$ cat src/inc/spcg_regs.vh
// register map, field layout and codes of the sleep port clock gating block
`ifndef SPCG_REGS_VH
`define SPCG_REGS_VH

// register byte offsets
`define SPCG_RUN_GATE_OFF 12'h108
`define SPCG_SLEEP_GATE_OFF 12'h118
`define SPCG_DEEP_GATE_OFF 12'h128
`define SPCG_CLK_CONFIG_OFF 12'h200
`define SPCG_IRQ_STATUS_OFF 12'h210
`define SPCG_IRQ_ENABLE_OFF 12'h214
`define SPCG_IRQ_CLEAR_OFF 12'h218

// reset values
`define SPCG_GATE_RESET 8'h00
`define SPCG_WORD_ZERO 32'h00000000

// gating field layout: port a at bit 0 up to port h at bit 7
`define SPCG_GATE_MSB 7
`define SPCG_PORT_A_BIT 0
`define SPCG_PORT_H_BIT 7

// clock config field: automatic gating select
`define SPCG_AUTO_GATING_BIT 0

// interrupt status bits
`define SPCG_IRQ_FAULT_BIT 0
`define SPCG_IRQ_MODE_BIT 1
`define SPCG_IRQ_MSB 1

// power mode codes from the power manager
`define SPCG_MODE_RUN 2'h0
`define SPCG_MODE_SLEEP 2'h1
`define SPCG_MODE_DEEP 2'h2

// bus response codes
`define SPCG_RESP_OKAY 2'h0
`define SPCG_RESP_SLVERR 2'h2

`endif

$ cat src/rtl/spcg_top.v
// sleep port clock gating block with axi4-lite register slave
`timescale 1ns/1ns
`include "spcg_regs.vh"

module spcg_top #(
  parameter ADDR_W = 12,
  parameter NUM_PORTS = 8
) (
  // clock and reset
  input wire core_clk_in,
  input wire sys_rst_in,
  // axi4-lite write address
  input wire s_axi_awvalid_in,
  output wire s_axi_awready_out,
  input wire [ADDR_W-1:0] s_axi_awaddr_in,
  input wire [2:0] s_axi_awprot_in,
  // axi4-lite write data
  input wire s_axi_wvalid_in,
  output wire s_axi_wready_out,
  input wire [31:0] s_axi_wdata_in,
  input wire [3:0] s_axi_wstrb_in,
  // axi4-lite write response
  output reg s_axi_bvalid_out,
  input wire s_axi_bready_in,
  output reg [1:0] s_axi_bresp_out,
  // axi4-lite read address
  input wire s_axi_arvalid_in,
  output wire s_axi_arready_out,
  input wire [ADDR_W-1:0] s_axi_araddr_in,
  input wire [2:0] s_axi_arprot_in,
  // axi4-lite read data
  output reg s_axi_rvalid_out,
  input wire s_axi_rready_in,
  output reg [31:0] s_axi_rdata_out,
  output reg [1:0] s_axi_rresp_out,
  // power manager
  input wire [1:0] pwr_mode_in,
  // port access watch
  input wire port_access_in,
  input wire [NUM_PORTS-1:0] port_select_in,
  output reg port_bus_fault_out,
  // port clock enables
  output reg [NUM_PORTS-1:0] port_clk_en_out,
  // interrupt
  output wire irq_out
);

  // register file
  reg [NUM_PORTS-1:0] run_port_clock_gate;
  reg [NUM_PORTS-1:0] sleep_port_clock_gate;
  reg [NUM_PORTS-1:0] deepsleep_port_clock_gate;
  reg auto_gating_select;
  reg [`SPCG_IRQ_MSB:0] irq_status;
  reg [`SPCG_IRQ_MSB:0] irq_enable;

  // write channel holding
  reg aw_full;
  reg [ADDR_W-1:0] aw_addr;
  reg w_full;
  reg [31:0] w_data;
  reg [3:0] w_strb;

  // event tracking
  reg [1:0] prev_mode;
  reg [NUM_PORTS-1:0] next_clk_en;
  reg [31:0] next_rdata;
  reg next_rd_ok;
  wire do_write;
  wire wr_ok;
  wire fault_event;
  wire mode_event;
  wire [`SPCG_IRQ_MSB:0] irq_events;
  wire [`SPCG_IRQ_MSB:0] irq_clear;

  // address compare on word index
  function addr_is;
    input [ADDR_W-1:0] addr;
    input [ADDR_W-1:0] off;
    begin
      addr_is = (addr[ADDR_W-1:2] == off[ADDR_W-1:2]);
    end
  endfunction

  // mapped address check
  function addr_mapped;
    input [ADDR_W-1:0] addr;
    begin
      addr_mapped = addr_is(addr, `SPCG_RUN_GATE_OFF) ||
        addr_is(addr, `SPCG_SLEEP_GATE_OFF) ||
        addr_is(addr, `SPCG_DEEP_GATE_OFF) ||
        addr_is(addr, `SPCG_CLK_CONFIG_OFF) ||
        addr_is(addr, `SPCG_IRQ_STATUS_OFF) ||
        addr_is(addr, `SPCG_IRQ_ENABLE_OFF) ||
        addr_is(addr, `SPCG_IRQ_CLEAR_OFF);
    end
  endfunction

  // low byte merge under strobe
  function [NUM_PORTS-1:0] merge_low;
    input [NUM_PORTS-1:0] old;
    input [31:0] data;
    input [3:0] strb;
    begin
      merge_low = strb[0] ? data[NUM_PORTS-1:0] : old;
    end
  endfunction

  // zero-extend a field into a bus word
  function [31:0] widen;
    input [NUM_PORTS-1:0] val;
    begin
      widen = `SPCG_WORD_ZERO;
      widen[NUM_PORTS-1:0] = val;
    end
  endfunction

  // handshakes: one write and one read at a time
  assign s_axi_awready_out = !aw_full && !s_axi_bvalid_out;
  assign s_axi_wready_out = !w_full && !s_axi_bvalid_out;
  assign s_axi_arready_out = !s_axi_rvalid_out;
  // execute only with both halves held and the last response gone
  assign do_write = aw_full && w_full && !s_axi_bvalid_out;
  // unmapped places answer with a slave error and change nothing
  assign wr_ok = addr_mapped(aw_addr);

  // write address capture
  always @(posedge core_clk_in) begin
    if (sys_rst_in) begin
      aw_full <= 1'b0;
      aw_addr <= {ADDR_W{1'b0}};
    end else if (s_axi_awvalid_in && s_axi_awready_out) begin
      aw_full <= 1'b1;
      aw_addr <= s_axi_awaddr_in;
    end else if (do_write) begin
      aw_full <= 1'b0;
    end
  end

  // write data capture
  always @(posedge core_clk_in) begin
    if (sys_rst_in) begin
      w_full <= 1'b0;
      w_data <= `SPCG_WORD_ZERO;
      w_strb <= 4'h0;
    end else if (s_axi_wvalid_in && s_axi_wready_out) begin
      w_full <= 1'b1;
      w_data <= s_axi_wdata_in;
      w_strb <= s_axi_wstrb_in;
    end else if (do_write) begin
      w_full <= 1'b0;
    end
  end

  // write response after both halves
  always @(posedge core_clk_in) begin
    if (sys_rst_in) begin
      s_axi_bvalid_out <= 1'b0;
      s_axi_bresp_out <= `SPCG_RESP_OKAY;
    end else if (do_write) begin
      s_axi_bvalid_out <= 1'b1;
      s_axi_bresp_out <= wr_ok ? `SPCG_RESP_OKAY : `SPCG_RESP_SLVERR;
    end else if (s_axi_bready_in) begin
      s_axi_bvalid_out <= 1'b0;
    end
  end

  // gating and config registers
  always @(posedge core_clk_in) begin
    if (sys_rst_in) begin
      run_port_clock_gate <= `SPCG_GATE_RESET;
      sleep_port_clock_gate <= `SPCG_GATE_RESET;
      deepsleep_port_clock_gate <= `SPCG_GATE_RESET;
      auto_gating_select <= 1'b0;
      irq_enable <= {(`SPCG_IRQ_MSB+1){1'b0}};
    end else if (do_write) begin
      if (addr_is(aw_addr, `SPCG_RUN_GATE_OFF))
        run_port_clock_gate <= merge_low(run_port_clock_gate, w_data, w_strb);
      if (addr_is(aw_addr, `SPCG_SLEEP_GATE_OFF))
        sleep_port_clock_gate <= merge_low(sleep_port_clock_gate, w_data, w_strb);
      if (addr_is(aw_addr, `SPCG_DEEP_GATE_OFF))
        deepsleep_port_clock_gate <= merge_low(deepsleep_port_clock_gate, w_data, w_strb);
      if (addr_is(aw_addr, `SPCG_CLK_CONFIG_OFF) && w_strb[0])
        auto_gating_select <= w_data[`SPCG_AUTO_GATING_BIT];
      if (addr_is(aw_addr, `SPCG_IRQ_ENABLE_OFF) && w_strb[0])
        irq_enable <= w_data[`SPCG_IRQ_MSB:0];
    end
  end

  // read data mux
  always @* begin
    next_rdata = `SPCG_WORD_ZERO;
    next_rd_ok = addr_mapped(s_axi_araddr_in);
    if (addr_is(s_axi_araddr_in, `SPCG_RUN_GATE_OFF))
      next_rdata = widen(run_port_clock_gate);
    else if (addr_is(s_axi_araddr_in, `SPCG_SLEEP_GATE_OFF))
      next_rdata = widen(sleep_port_clock_gate);
    else if (addr_is(s_axi_araddr_in, `SPCG_DEEP_GATE_OFF))
      next_rdata = widen(deepsleep_port_clock_gate);
    else if (addr_is(s_axi_araddr_in, `SPCG_CLK_CONFIG_OFF))
      next_rdata[`SPCG_AUTO_GATING_BIT] = auto_gating_select;
    else if (addr_is(s_axi_araddr_in, `SPCG_IRQ_STATUS_OFF))
      next_rdata[`SPCG_IRQ_MSB:0] = irq_status;
    else if (addr_is(s_axi_araddr_in, `SPCG_IRQ_ENABLE_OFF))
      next_rdata[`SPCG_IRQ_MSB:0] = irq_enable;
  end

  // read response one cycle after address
  always @(posedge core_clk_in) begin
    if (sys_rst_in) begin
      s_axi_rvalid_out <= 1'b0;
      s_axi_rdata_out <= `SPCG_WORD_ZERO;
      s_axi_rresp_out <= `SPCG_RESP_OKAY;
    end else if (s_axi_arvalid_in && s_axi_arready_out) begin
      s_axi_rvalid_out <= 1'b1;
      s_axi_rdata_out <= next_rdata;
      s_axi_rresp_out <= next_rd_ok ? `SPCG_RESP_OKAY : `SPCG_RESP_SLVERR;
    end else if (s_axi_rready_in) begin
      s_axi_rvalid_out <= 1'b0;
    end
  end

  // enable selection by power mode
  always @* begin
    // run gating is the fallback whenever auto select is off
    next_clk_en = run_port_clock_gate;
    case (pwr_mode_in)
      `SPCG_MODE_RUN: begin
        next_clk_en = run_port_clock_gate;
      end
      `SPCG_MODE_SLEEP: begin
        // sleep set only with auto gating
        if (auto_gating_select)
          next_clk_en = sleep_port_clock_gate;
      end
      `SPCG_MODE_DEEP: begin
        if (auto_gating_select)
          next_clk_en = deepsleep_port_clock_gate;
      end
      default: begin
        next_clk_en = run_port_clock_gate;
      end
    endcase
  end

  // registered port clock enables
  always @(posedge core_clk_in) begin
    if (sys_rst_in) begin
      port_clk_en_out <= `SPCG_GATE_RESET;
      prev_mode <= `SPCG_MODE_RUN;
    end else begin
      port_clk_en_out <= next_clk_en;
      prev_mode <= pwr_mode_in;
    end
  end

  // judged on the enables the ports see now, not the pending ones
  // fault on gated port
  assign fault_event = port_access_in && |(port_select_in & ~port_clk_en_out);
  assign mode_event = (prev_mode != pwr_mode_in);

  // bus fault pulse back to the fabric
  always @(posedge core_clk_in) begin
    if (sys_rst_in)
      port_bus_fault_out <= 1'b0;
    else
      port_bus_fault_out <= fault_event;
  end

  // sticky status, set wins over clear
  assign irq_events = {mode_event, fault_event};
  assign irq_clear = (do_write && addr_is(aw_addr, `SPCG_IRQ_CLEAR_OFF) && w_strb[0]) ?
    w_data[`SPCG_IRQ_MSB:0] : {(`SPCG_IRQ_MSB+1){1'b0}};

  // status update: clear first, so a new event is never lost
  always @(posedge core_clk_in) begin
    if (sys_rst_in)
      irq_status <= {(`SPCG_IRQ_MSB+1){1'b0}};
    else
      irq_status <= (irq_status & ~irq_clear) | irq_events;
  end

  // level interrupt from enabled status
  assign irq_out = |(irq_status & irq_enable);

endmodule // spcg_top

$ cat config.mk
export PLATFORM = sky130hd
export DESIGN_NAME = spcg_top
export DESIGN_NICKNAME = d
export VERILOG_FILES = /design/src/rtl/spcg_top.v
export VERILOG_INCLUDE_DIRS = /design/src /design/src/inc
export SDC_FILE = /design/constraint.sdc
export NUM_CORES = 1
export LEC_CHECK = 0
export ABC_AREA = 1
export BUFFER_PORTS_ARGS = -buffer_cell sky130_fd_sc_hd__buf_2
export CORE_ASPECT_RATIO = 1.75
export CORE_MARGIN = 2
export CORE_UTILIZATION = 50
export DETAILED_ROUTE_END_ITERATION = 10
export PLACE_DENSITY = 0.82
export REMOVE_ABC_BUFFERS = 1
export SYNTH_ARGS = -nofsm -noshare
export SYNTH_HDL_FRONTEND = slang
export SYNTH_SLANG_ARGS = --single-unit
$ cat constraint.sdc
create_clock -name core_clk_in -period 3.8 [get_ports core_clk_in]
set_input_delay 0.57 -clock core_clk_in [delete_from_list [all_inputs] [get_ports core_clk_in]]
set_output_delay 0.57 -clock core_clk_in [all_outputs]
set_load 0.005 [all_outputs]
Yosys cells after proc, flatten, opt, wreduce, memory -nomap -nowiden. Index checks and enable logic that the tools add are counted.

Logic and storage cells: 102. Output and inout port bits: 51. Input port bits: 84. Register bits after elaboration: 101.

Equal/unequal tests: 17. Bitwise logic cells: 6. Reductions and logical operators: 39. Mux-type cells: 21.

Operator list (count): equality test 10 x 8 -> 1 bit, second input constant (8); equality test 10 x 7 -> 1 bit, second input constant (6); two-way mux 8 bit (4); one-hot mux 8 bit (2 select lines) (1); logical AND 1 bit (12); logical OR 1 bit (12); two-way mux 2 bit (6); two-way mux 1 bit (9); AND reduction 3 bit (3); bitwise AND 8 bit (1); inverter 8 bit (1); nonzero test 2 bit (4); OR reduction 8 bit (1); two-way mux 6 bit (1); bitwise AND 2 bit (2); zero test 1 bit (4); AND reduction 2 bit (2); equality test 2 x 1 -> 1 bit, second input constant (1); equality test 2 bit, second input constant (1); inequality test 2 bit (1); inverter 2 bit (1); bitwise OR 2 bit (1); OR reduction 2 bit (1).

Logic depth before layout (Yosys ltp). Gate-level depths: netlist (run 1).

Depth after elaboration: 8. Depth in mapped cells: 10. Gate-level depth less buffers: 10.

Least setup slack after synthesis (run 1). Ideal clock, no wire load.

Kind: input port to flip-flop. From: input pwr_mode_in[0]. To: register port_clk_en_out[0]. Setup slack: 2.107 ns. Data required time: 3.668 ns. Stages on the path: 6. Library setup time: 0.132 ns. Arrival time: 1.561 ns. Buffers on the path: 0. Path through: inv_1 -> ha_1 -> nor2_1 -> nor2_1 -> nand2_1 -> a21oi_1.

Word-level cells in the longest chain between the ends: 2. Elaborated cells on any way between the ends: 3. Classes of those cells: eq/ne (2); mux (1).

RTL lines: start: declaration (RTL line spcg_top.v:37) `input wire [1:0] pwr_mode_in,`; equality test 2 bit / equality test 2 x 1 -> 1 bit (equally long branches) (RTL line spcg_top.v:226) `case (pwr_mode_in)`; one-hot mux 8 bit (2 select lines) * (RTL line spcg_top.v:226); end signal: assignment (RTL line spcg_top.v:248) `` port_clk_en_out <= `SPCG_GATE_RESET; ``; end signal: assignment (RTL line spcg_top.v:251) `port_clk_en_out <= next_clk_en;`; end: declaration (RTL line spcg_top.v:43) `output reg [NUM_PORTS-1:0] port_clk_en_out,`.

Mark *: on every way between the ends. The rest lies on a longest branch, timed or not. A chain may end at the register's enable or synchronous reset.

Worst setup path after layout (run 1).
From: input pwr_mode_in[0]. To: register port_clk_en_out[1].

The elaborated chain is that of the path after synthesis.

==> results of run 1 <==
placed cells by master, fill, tap and decap left out:
cell type | synthesis | routed
nor3_1 | 5 | 5
o21a_1 | 1 | 1
ha_1 | 2 | 2
o22ai_1 | 5 | 5
nand4_1 | 9 | 9
buf_4 | 27 | 1
o21ai_1 | 1 | 1
nand2_2 | 4 | 4
a31oi_1 | 5 | 5
clkbuf_8 | 0 | 1
o21ai_2 | 4 | 4
clkbuf_16 | 0 | 9
nor2_8 | 3 | 3
nor2_1 | 34 | 34
clkinvlp_4 | 0 | 3
nor3_4 | 1 | 1
inv_6 | 1 | 1
nand3_1 | 20 | 20
a21oi_1 | 60 | 60
buf_2 | 4 | 71
inv_1 | 60 | 60
nor2_4 | 3 | 3
inv_2 | 5 | 5
nand2_1 | 59 | 59
dfxtp_1 | 73 | 73
nor2_2 | 9 | 9
o211ai_1 | 2 | 2
clkinv_4 | 0 | 1
o21ai_0 | 61 | 61
bufinv_16 | 0 | 2
a21oi_2 | 4 | 4
nand3_2 | 3 | 3
conb_1 | 1 | 26
nor3b_1 | 1 | 1
xor2_1 | 2 | 2
report_power, final:
part | internal [mW] | switching, mW
Combinational | 0.0625 | 0.117
Sequential | 0.798 | 0.0184
Clock | 0.593 | 0.328
Total | 1.45 | 0.463
registers in the layout, summed over array words and instances, names as in the netlist:
signal	count
run_port_clock_gate	8
prev_mode	2
irq_enable	2
aw_addr	10
s_axi_rvalid_out	1
auto_gating_select	1
s_axi_bvalid_out	1
w_strb	1
s_axi_bresp_out	1
deepsleep_port_clock_gate	8
w_data	8
w_full	1
aw_full	1
irq_status	2
sleep_port_clock_gate	8
s_axi_rdata_out	8
s_axi_rresp_out	1
port_bus_fault_out	1
port_clk_en_out	8
metal layers:
metal / up-vias / track usage
li1: 1658 / -
met1: 1429 / 0.227
met2: 136 / 0.360
met3: 16 / 0.0515
met4: 0 / 0.116
met5: - / 0
critical path: stages:
cell and delay, ns:
buf_2 0.11, inv_1 0.05, ha_1 0.31, nor2_1 0.47, nor2_1 0.28, nand2_1 0.13
a21oi_1 0.07
worst max path at each step:
stage,slack [ns],cells after the start,end
6_report,2.01,7,port_clk_en_out[1]
5_1_grt,1.87,7,port_clk_en_out[3]
3_3_place_gp,1.73,7,port_clk_en_out[3]
3_5_place_dp,1.71,7,port_clk_en_out[1]
2_1_floorplan,2.12,6,port_clk_en_out[0]
4_1_cts,2.03,7,port_clk_en_out[1]
layout make-up:
| class | count | area (um2) |
|---|---|---|
| Tap cell | 84 | 105 |
| Timing Repair Buffer | 72 | 363 |
| Fill cell | 609 | 2730 |
| Sequential cell | 73 | 1460 |
| Inverter | 66 | 253 |
| Multi-Input combinational cell | 324 | 1670 |
| Clock inverter | 6 | 91.3 |
| Clock buffer | 10 | 239 |
metrics by stage:
stage / instances / setup slack, ns / utilization
2_1_floorplan: 463 / 2.12 / -
3_3_place_gp: 619 / 1.73 / 0.557
3_5_place_dp: 619 / 1.71 / 0.557
4_1_cts: 635 / 2.03 / 0.605
5_1_grt: 635 / 1.87 / 0.605
6_report: 635 / 2.01 / 0.605
logic make-up (layout without fill, tap and decap cells):
logic type	count (synthesis)	in the layout	synth area share
compound gates	143	143	0.214
xor+xnor	2	2	0.00489
fa+ha+maj	2	2	0.00699
buf+inv	108	154	0.153
flops	73	73	0.408
other cells	1	26	0.00105
simple gates	151	151	0.212
==> impl_metrics.env, run 1 <==
export IMPL_status="finished, final reports clean"
export IMPL_layout_area_overhead_vs_synth_pct=16.7
export IMPL_max_clock_freq_ghz=0.559
export IMPL_dr_wl_met2_um=4010
export IMPL_postCtsSetupBuffers=0
export IMPL_holdWs_ns=0.481
export IMPL_dr_pass1_iters=5
export IMPL_wl_met1_um=2940
export IMPL_rows=40
export IMPL_wl_per_cell_um=12.1
export IMPL_antenna_found_initial=0
export IMPL_grt_pass1_wl_um=12400
export IMPL_hp_start="aw_addr[10]"
export IMPL_slew_headroom=0.619
export IMPL_cts_root_buffer="clkbuf_16"
export IMPL_synth_cells=480
export IMPL_ys_warnings_count=0
export IMPL_io_buffers=71
export IMPL_synth_edf_count=0
export IMPL_timing_rr_start="aw_full"
export IMPL_wl_met3_um=547
export IMPL_post_route_min_period_ns=1.79
export IMPL_synth_distinct_cells=34
export IMPL_yosys_area_top_type="dfxtp_1"
export IMPL_power_mw=1.92
export IMPL_worst_slew_pin_transition_ns=0.570
export IMPL_worstReg2RegEnd="deepsleep_port_clock_gate[7]"
export IMPL_arrival_ns=2.00
export IMPL_min_period_over_period=0.471
export IMPL_die_h_um=116
export IMPL_ir_drop_uv=336
export IMPL_cts_resized=0
export IMPL_topRoutingLayerUsed="met4"
export IMPL_coreArea_um2=6910
export IMPL_wirelength_um=7690
export IMPL_drive_above_1_share=0.227
export IMPL_avgViaCountPerCell=5.10
export IMPL_syn_cell_area_um2=3580
export IMPL_fin_worst_skew_ns=0.00589
export IMPL_grt_setup_unrepaired="no"
export IMPL_fin_tns_setup_ns=0
export IMPL_grt_max_degree=58
export IMPL_vias=3239
export IMPL_holdPathEnd="aw_addr[10]"
export IMPL_crit_fanout=9
export IMPL_critPathKind="in -> reg"
export IMPL_crit_path_end_kind="register"
export IMPL_cts_tree="built"
export IMPL_dp_hpwl_um=5630
export IMPL_drv_slew=0
export IMPL_syn_avg_cell_area_um2=7.46
export IMPL_pwr_density_cell_nw_per_um2=459
export IMPL_ant_nets=0
export IMPL_overflow=0
export IMPL_synth_flop_cell="dfxtp_1"
export IMPL_holdBufCountCts=0
export IMPL_synth_common_cells="dfxtp_1 (73), o21ai_0 (61), a21oi_1 (60), inv_1 (60), nand2_1 (59)"
export IMPL_yosysMostFrequentCell="dfxtp_1"
export IMPL_placed_cell_area_um2=3850
export IMPL_max_cap_viol_count=0
export IMPL_r2r_slack_ns=2.33
export IMPL_cts_made_buffers=9
export IMPL_crit_path_start="pwr_mode_in[0]"
export IMPL_clkSinkCount=73
export IMPL_async_flop_share=0
export IMPL_n_antenna_cell=0
export IMPL_yosysSeqAreaShare=0.408
export IMPL_grt_pass1_vias=2863
export IMPL_clk_pin_slew_ns=0.06
export IMPL_finalHoldViolations=0
export IMPL_holdCritPathClass="reg -> reg"
export IMPL_grt_use_total=0.209
export IMPL_clock_tree_htree_level_count=3
export IMPL_whs_path_depth=2
export IMPL_io_pins=135
export IMPL_synth_seq_cells=73
export IMPL_setup_viol=0
export IMPL_nets=632
export IMPL_r2r_cells=7
export IMPL_drc=0
export IMPL_die_x_um=68.0
export IMPL_leakage_nw=1.89
export IMPL_initial_core_util=0.518
export IMPL_crit_required_ns=4.01
export IMPL_yosys_top_cells_area="dfxtp_1 (41%), o21ai_0 (8.5%), a21oi_1 (8.4%)"
export IMPL_die_area_um2=7880
export IMPL_final_area_um2=4180
export IMPL_drt_iter0_drc=271
export IMPL_clockBufferDepth=2
export IMPL_gp_congestion=0.943
export IMPL_worstSetupStartpointType="primary input"
export IMPL_clk_latency_ns=0.34
export IMPL_synth_top_area_frac=0.408
Power figures use the tool's default switching activity.
==> run 2: changes to the inputs <==
- ABC_AREA: 1 -> 0
- CORE_UTILIZATION: 50 -> 44
- PLACE_DENSITY: 0.82 -> 0.77
- clock period: 3.8 -> 1.51 ns (I/O delays scaled with it)
==> impl_metrics.env, run 2 <==
export IMPL_io_buffers=71
export IMPL_post_route_min_period_ns=1.63
export IMPL_vias=3110
export IMPL_holdPathEnd="w_strb[0]"
export IMPL_leakage_nw=1.92
export IMPL_grt_util_met1=0.200
export IMPL_hp_start="s_axi_wstrb_in[0]"
export IMPL_grt_use_met2=0.381
export IMPL_yosysMostFrequentCell="dfxtp_1"
export IMPL_coreArea_um2=7620
export IMPL_antenna_found_initial=0
export IMPL_grt_pass1_vias=3061
export IMPL_status="complete, but fails checks"
export IMPL_overflow=0
export IMPL_clk_pin_slew_ns=0.06
export IMPL_synth_top_area_frac=0.422
export IMPL_synth_flop_cell="dfxtp_1"
export IMPL_r2r_slack_ns=-0.12
export IMPL_grt_max_degree=26
export IMPL_critPathSlowestCell="or3_4"
export IMPL_grt_use_total=0.203
export IMPL_ir_drop_uv=615
export IMPL_mostFrequentLayoutCells="nand2_1 (71), buf_2 (71), dfxtp_1 (70)"
export IMPL_grt_pass1_wl_um=13900
export IMPL_die_h_um=121
export IMPL_timing_rr_start="aw_addr[10]"
export IMPL_multi_input_area_um2=1790
export IMPL_max_clock_freq_ghz=0.614
export IMPL_critPathKind="reg -> reg"
export IMPL_whs_path_depth=3
export IMPL_yosys_area_top_type="dfxtp_1"
export IMPL_setup_viol=24
export IMPL_async_flop_share=0
export IMPL_largest_register_ffs=10
export IMPL_worst_slew_pin_transition_ns=0.537
export IMPL_clockBufferDepth=2
export IMPL_drive_above_1_share=0.284
export IMPL_synth_cells=405
export IMPL_die_x_um=71.0
export IMPL_clkSinkCount=73
export IMPL_finalHoldViolations=0
export IMPL_syn_avg_cell_area_um2=8.54
export IMPL_holdBufCountCts=0
export IMPL_sequentialPowerShare=0.417
export IMPL_pwr_density_cell_nw_per_um2=1100
export IMPL_synth_common_cells="dfxtp_1 (73), nand2_1 (71), mux2i_1 (27)"
export IMPL_setup_slack_ns=-0.118
export IMPL_violations="setup timing"
export IMPL_crit_path_end_kind="register"
export IMPL_fin_worst_skew_ns=0.00811
export IMPL_power_frac_clock=0.487
export IMPL_yosys_top_cells_area="dfxtp_1 (42%), mux2i_1 (7.8%), nand2_1 (7.7%)"
export IMPL_drv_slew=0
export IMPL_arrival_ns=1.85
export IMPL_io_pins=135
export IMPL_worstPathCellList="nor4b_4 -> nand4b_4 -> or3_4 -> buf_4 -> mux2i_1"
export IMPL_n_antenna_cell=0
export IMPL_crit_required_ns=1.73
export IMPL_wirelength_um=8390
export IMPL_met3_usage=0.0482
export IMPL_cts_tree="built"
export IMPL_pwr_share_comb=0.096
export IMPL_dp_hpwl_um=6370
export IMPL_switching_share=0.225
export IMPL_min_period_over_period=1.08
export IMPL_cts_made_buffers=9
export IMPL_n_fill_cell=673
export IMPL_slew_headroom=0.637
export IMPL_max_cap_viol_count=0
export IMPL_yosysSeqAreaShare=0.422
export IMPL_holdCritPathClass="in -> reg"
export IMPL_synth_edf_count=0
export IMPL_drc=0
export IMPL_seq_area_um2=1470
export IMPL_cts_root_buffer="clkbuf_16"
export IMPL_fin_cells=591
export IMPL_p_sw_mw=1.09
export IMPL_ant_nets=0
export IMPL_dp_cells=574
export IMPL_r2r_cells=5
export IMPL_synth_seq_cells=73
export IMPL_worstReg2RegEnd="run_port_clock_gate[0]"
export IMPL_synth_distinct_cells=50
export IMPL_holdWs_ns=0.125
export IMPL_dr_pass1_iters=4
export IMPL_clk_latency_ns=0.34
export IMPL_ys_warnings_count=0
export IMPL_drt_iter0_drc=149
export IMPL_grt_setup_unrepaired="yes"
export IMPL_wl_per_cell_um=14.2
export IMPL_clock_tree_htree_level_count=3
export IMPL_die_area_um2=8620
export IMPL_largest_register="aw_addr"
export IMPL_cp_slowest_stage_delay_ns=0.41
export IMPL_p_int_mw=3.77
export IMPL_crit_fanout=4
export IMPL_layout_area_overhead_vs_synth_pct=28.1
export IMPL_grt_busiest_layer="met2"
export IMPL_initial_core_util=0.454
export IMPL_worstSetupStartpointType="register"
export IMPL_gp_congestion=0.890
export IMPL_syn_cell_area_um2=3460
export IMPL_avgViaCountPerCell=5.26
export IMPL_rows=42
export IMPL_nets=584
[run 2: changes by cell type after synthesis, sizes merged, moves of 11 or more]
| cell | delta |
|---|---|
| nor2 | -24 |
| nand3 | -20 |
| mux2i | +27 |
| a22oi | +15 |
| o21ai | -60 |
| inv | -47 |
| clkbuf | +11 |
| a21oi | -39 |
| nor4 | +12 |
[run 2: worst max path at each step]
stage | from | end | slack, ns | depth (start not counted)
floorplan | aw_addr[10] | run_port_clock_gate[7] | -0.39 | 4
global placement | aw_addr[10] | deepsleep_port_clock_gate[0] | -0.16 | 4
detailed placement | aw_addr[10] | deepsleep_port_clock_gate[3] | -0.22 | 4
CTS | aw_addr[11] | run_port_clock_gate[2] | -0.14 | 5
global route | aw_addr[10] | deepsleep_port_clock_gate[7] | -0.22 | 5
finish | aw_addr[10] | run_port_clock_gate[0] | -0.12 | 5
[run 2: cell families after synthesis]
group	count (synthesis)	synth area share
AOI/OAI and AO/OA	87	0.174
xor gates and xnor gates	2	0.00506
adders and majority gates	3	0.0101
buffers and inverters	71	0.108
DFF	73	0.422
muxes	28	0.0814
other	1	0.00108
and+or+nand+nor	140	0.199
[run 2: metal layers]
| metal | vias to the layer above | part of all wire |
|---|---|---|
| li1 | 1554 | - |
| met1 | 1435 | 0.37 |
| met2 | 102 | 0.54 |
| met3 | 19 | 0.049 |
| met4 | 0 | 0.034 |
| met5 | - | 0 |
[run 2: power by group through the flow]
stage                     combinational [mW]  clock, mW  sequential (mW)
final                                  0.466       2.37             2.03
after CTS                              0.458       2.40             2.03
after detailed placement               0.448          0             2.06
after global routing                   0.523       2.48             2.03
after floorplan                        0.207          0             2.06
after global placement                 0.438          0             2.06
[run 2: critical path: cells and delay by family (launching register included)]
| family | cells | cell delay [ns] |
|---|---|---|
| buffers and inverters | 1 | 0.16 |
| flip-flops | 1 | 0.33 |
| AND/OR/NAND/NOR | 3 | 0.91 |
| multiplexers | 1 | 0.11 |
[run 2: layout make-up]
cell class	count	share of cell area
multi-input combinational	286	0.403
sequential	73	0.331
timing repair buffer	108	0.147
clock buffer	12	0.0602
tap	88	0.0249
inverter	20	0.0169
clock inverter	4	0.0167
[run 2: timing repair]
action	in CTS	in global routing
gates resized for setup	8	10
pin swaps	13	6
setup endpoints to repair	26	31
buffers inserted	1	0
[run 2: per-stage QoR]
step | setup TNS (ns) | utilization | total power, mW | setup WS, ns | area, um2
2_1_floorplan | -6.03 | - | 2.27 | -0.392 | 3260
3_3_place_gp | -2.77 | 0.525 | 2.50 | -0.157 | 4000
3_5_place_dp | -4.50 | 0.525 | 2.51 | -0.219 | 4000
4_1_cts | -2.16 | 0.576 | 4.89 | -0.136 | 4390
5_1_grt | -3.96 | 0.581 | 5.04 | -0.217 | 4430
6_report | -1.93 | 0.581 | 4.86 | -0.118 | 4430
==> run 3: changes to the inputs <==
- BUFFER_PORTS_ARGS: -buffer_cell sky130_fd_sc_hd__buf_2 -> not set
- CORE_ASPECT_RATIO: 1.75 -> 0.8
- CORE_UTILIZATION: 44 -> 50
- DONT_BUFFER_PORTS: not set -> 1
- PLACE_DENSITY: 0.77 -> 0.69
==> impl_metrics.env, run 3 (same netlist as run 2, synthesis figures left out) <==
export IMPL_dp_hpwl_um=5740
export IMPL_clk_pin_slew_ns=0.07
export IMPL_min_period_over_period=1.08
export IMPL_critPathSlowestCell="or3_4"
export IMPL_layout_commonest_cell="nand2_1"
export IMPL_dpl_worst_slack_ns=-0.230
export IMPL_n_antenna_cell=0
export IMPL_drv_slew=0
export IMPL_grt_use_total=0.215
export IMPL_holdCritPathClass="in -> reg"
export IMPL_cts_tree="built"
export IMPL_avgViaCountPerCell=5.51
export IMPL_initial_core_util=0.509
export IMPL_vias=2910
export IMPL_rows=27
export IMPL_slew_headroom=0.573
export IMPL_ir_drop_uv=631
export IMPL_placed_cell_area_um2=3620
export IMPL_worstSetupStartpointType="register"
export IMPL_drive_above_1_share=0.143
export IMPL_antenna_found_initial=0
export IMPL_io_pins=135
export IMPL_clkSinkCount=73
export IMPL_setup_slack_ns=-0.116
export IMPL_worstPathCellList="nor4b_4 -> nand4b_4 -> or3_4 -> buf_6 -> mux2i_1"
export IMPL_holdWs_ns=0.0108
export IMPL_seq_area_um2=1470
export IMPL_dr_pass1_iters=4
export IMPL_crit_required_ns=1.75
export IMPL_violations="setup timing"
export IMPL_leakage_nw=1.59
export IMPL_critPathKind="reg -> reg"
export IMPL_grt_setup_unrepaired="yes"
export IMPL_p_sw_mw=0.953
export IMPL_ant_nets=0
export IMPL_wirelength_um=8130
export IMPL_arrival_ns=1.87
export IMPL_largest_register="aw_addr"
export IMPL_setup_viol=25
export IMPL_nets=522
export IMPL_fin_worst_skew_ns=0.00664
export IMPL_post_route_min_period_ns=1.63
export IMPL_die_area_um2=7600
export IMPL_grt_pass1_vias=2648
export IMPL_io_buffers=0
export IMPL_overflow=0
export IMPL_clock_tree_htree_level_count=3
export IMPL_crit_path_end_kind="register"
export IMPL_clockBufferDepth=2
export IMPL_max_clock_freq_ghz=0.615
export IMPL_die_x_um=97
export IMPL_pwr_density_cell_nw_per_um2=973
export IMPL_switching_share=0.244
export IMPL_finalHoldViolations=0
export IMPL_grt_pass1_wl_um=12900
export IMPL_grt_max_degree=43
export IMPL_status="complete, but fails checks"
export IMPL_drt_iter0_drc=159
export IMPL_cts_made_buffers=9
export IMPL_p_int_mw=2.96
export IMPL_layout_area_overhead_vs_synth_pct=16.2
export IMPL_pwr_share_comb=0.101
export IMPL_power_frac_clock=0.380
export IMPL_coreArea_um2=6790
export IMPL_n_fill_cell=576
export IMPL_multi_input_area_um2=1780
export IMPL_gp_congestion=0.858
export IMPL_drc=0
export IMPL_largest_register_ffs=10
export IMPL_crit_fanout=7
export IMPL_worst_slew_pin_transition_ns=0.639
export IMPL_max_cap_viol_count=0
export IMPL_power_mw=3.91
export IMPL_cts_root_buffer="clkbuf_8"
export IMPL_dp_cells=499
export IMPL_cp_slowest_stage_delay_ns=0.40
export IMPL_wl_per_cell_um=15.4
export IMPL_sequentialPowerShare=0.518
export IMPL_fin_tns_setup_ns=-2.18
export IMPL_fin_cells=528
export IMPL_die_h_um=78.4
export IMPL_final_area_um2=4020
export IMPL_mostFrequentLayoutCells="nand2_1 (71), dfxtp_1 (70), buf_4 (31)"
export IMPL_clk_latency_ns=0.35
export IMPL_fin_util=0.592
run 3: cell types whose count changed in the layout (fill, tap and decap cells not counted), moves of 2 or more:
cell and delta:
buf_2 -71, buf_4 -3, clkbuf_1 +3, clkbuf_16 -9, clkbuf_8 +7, dlygate4sd3_1 +11
nor4_1 +2, nor4_2 -2
run 3: what timing repair did:
| action | 4_1_cts | 5_1_grt |
|---|---|---|
| pin swaps | 15 | 6 |
| gates resized for setup | 13 | 2 |
| buffers inserted | 2 | 0 |
| hold buffers | 12 | 0 |
| hold endpoints to repair | 42 | 0 |
| setup endpoints to repair | 27 | 30 |
run 3: worst max-delay path, delay by kind of cell, from the launching register on:
family | cells | cell delay (ns)
buffers and inverters | 1 | 0.16
flip-flops | 1 | 0.34
AND/OR/NAND/NOR | 3 | 0.90
multiplexers | 1 | 0.12
run 3: area by class of cell:
type / instances / share of cell area
repair buffers: 46 / 0.101
well taps: 87 / 0.0271
multi-input cells: 286 / 0.442
inverters: 20 / 0.0187
flip-flops and latches: 73 / 0.364
clock inverters: 3 / 0.00996
clock buffers: 13 / 0.0370
run 3: metal layers:
layer / track usage / wire (um) / share of wire
met4: 0.0761 / 105 / 0.013
met1: 0.278 / 3700 / 0.45
met5: 0 / 0 / 0
met2: 0.333 / 3640 / 0.45
met3: 0.0766 / 688 / 0.085
run 3: power groups by stage:
| stage | sequential, mW | combinational, mW | clock [mW] |
|---|---|---|---|
| 2_1_floorplan | 2.06 | 0.207 | 0 |
| 3_3_place_gp | 2.07 | 0.317 | 0 |
| 3_5_place_dp | 2.07 | 0.327 | 0 |
| 4_1_cts | 2.03 | 0.387 | 1.52 |
| 5_1_grt | 2.03 | 0.444 | 1.61 |
| 6_report | 2.03 | 0.397 | 1.49 |
run 3: path summary, 6_finish.rpt:
kind / start / end / cells after the start / slack [ns]
worst max register to register: aw_addr[11] / run_port_clock_gate[0] / 5 / -0.12
worst min register to register: w_data[4] / w_data[4] / 2 / 0.46
worst max-delay path: aw_addr[11] / run_port_clock_gate[0] / 5 / -0.12
worst min-delay path: s_axi_awaddr_in[4] / aw_addr[4] / 2 / 0.01
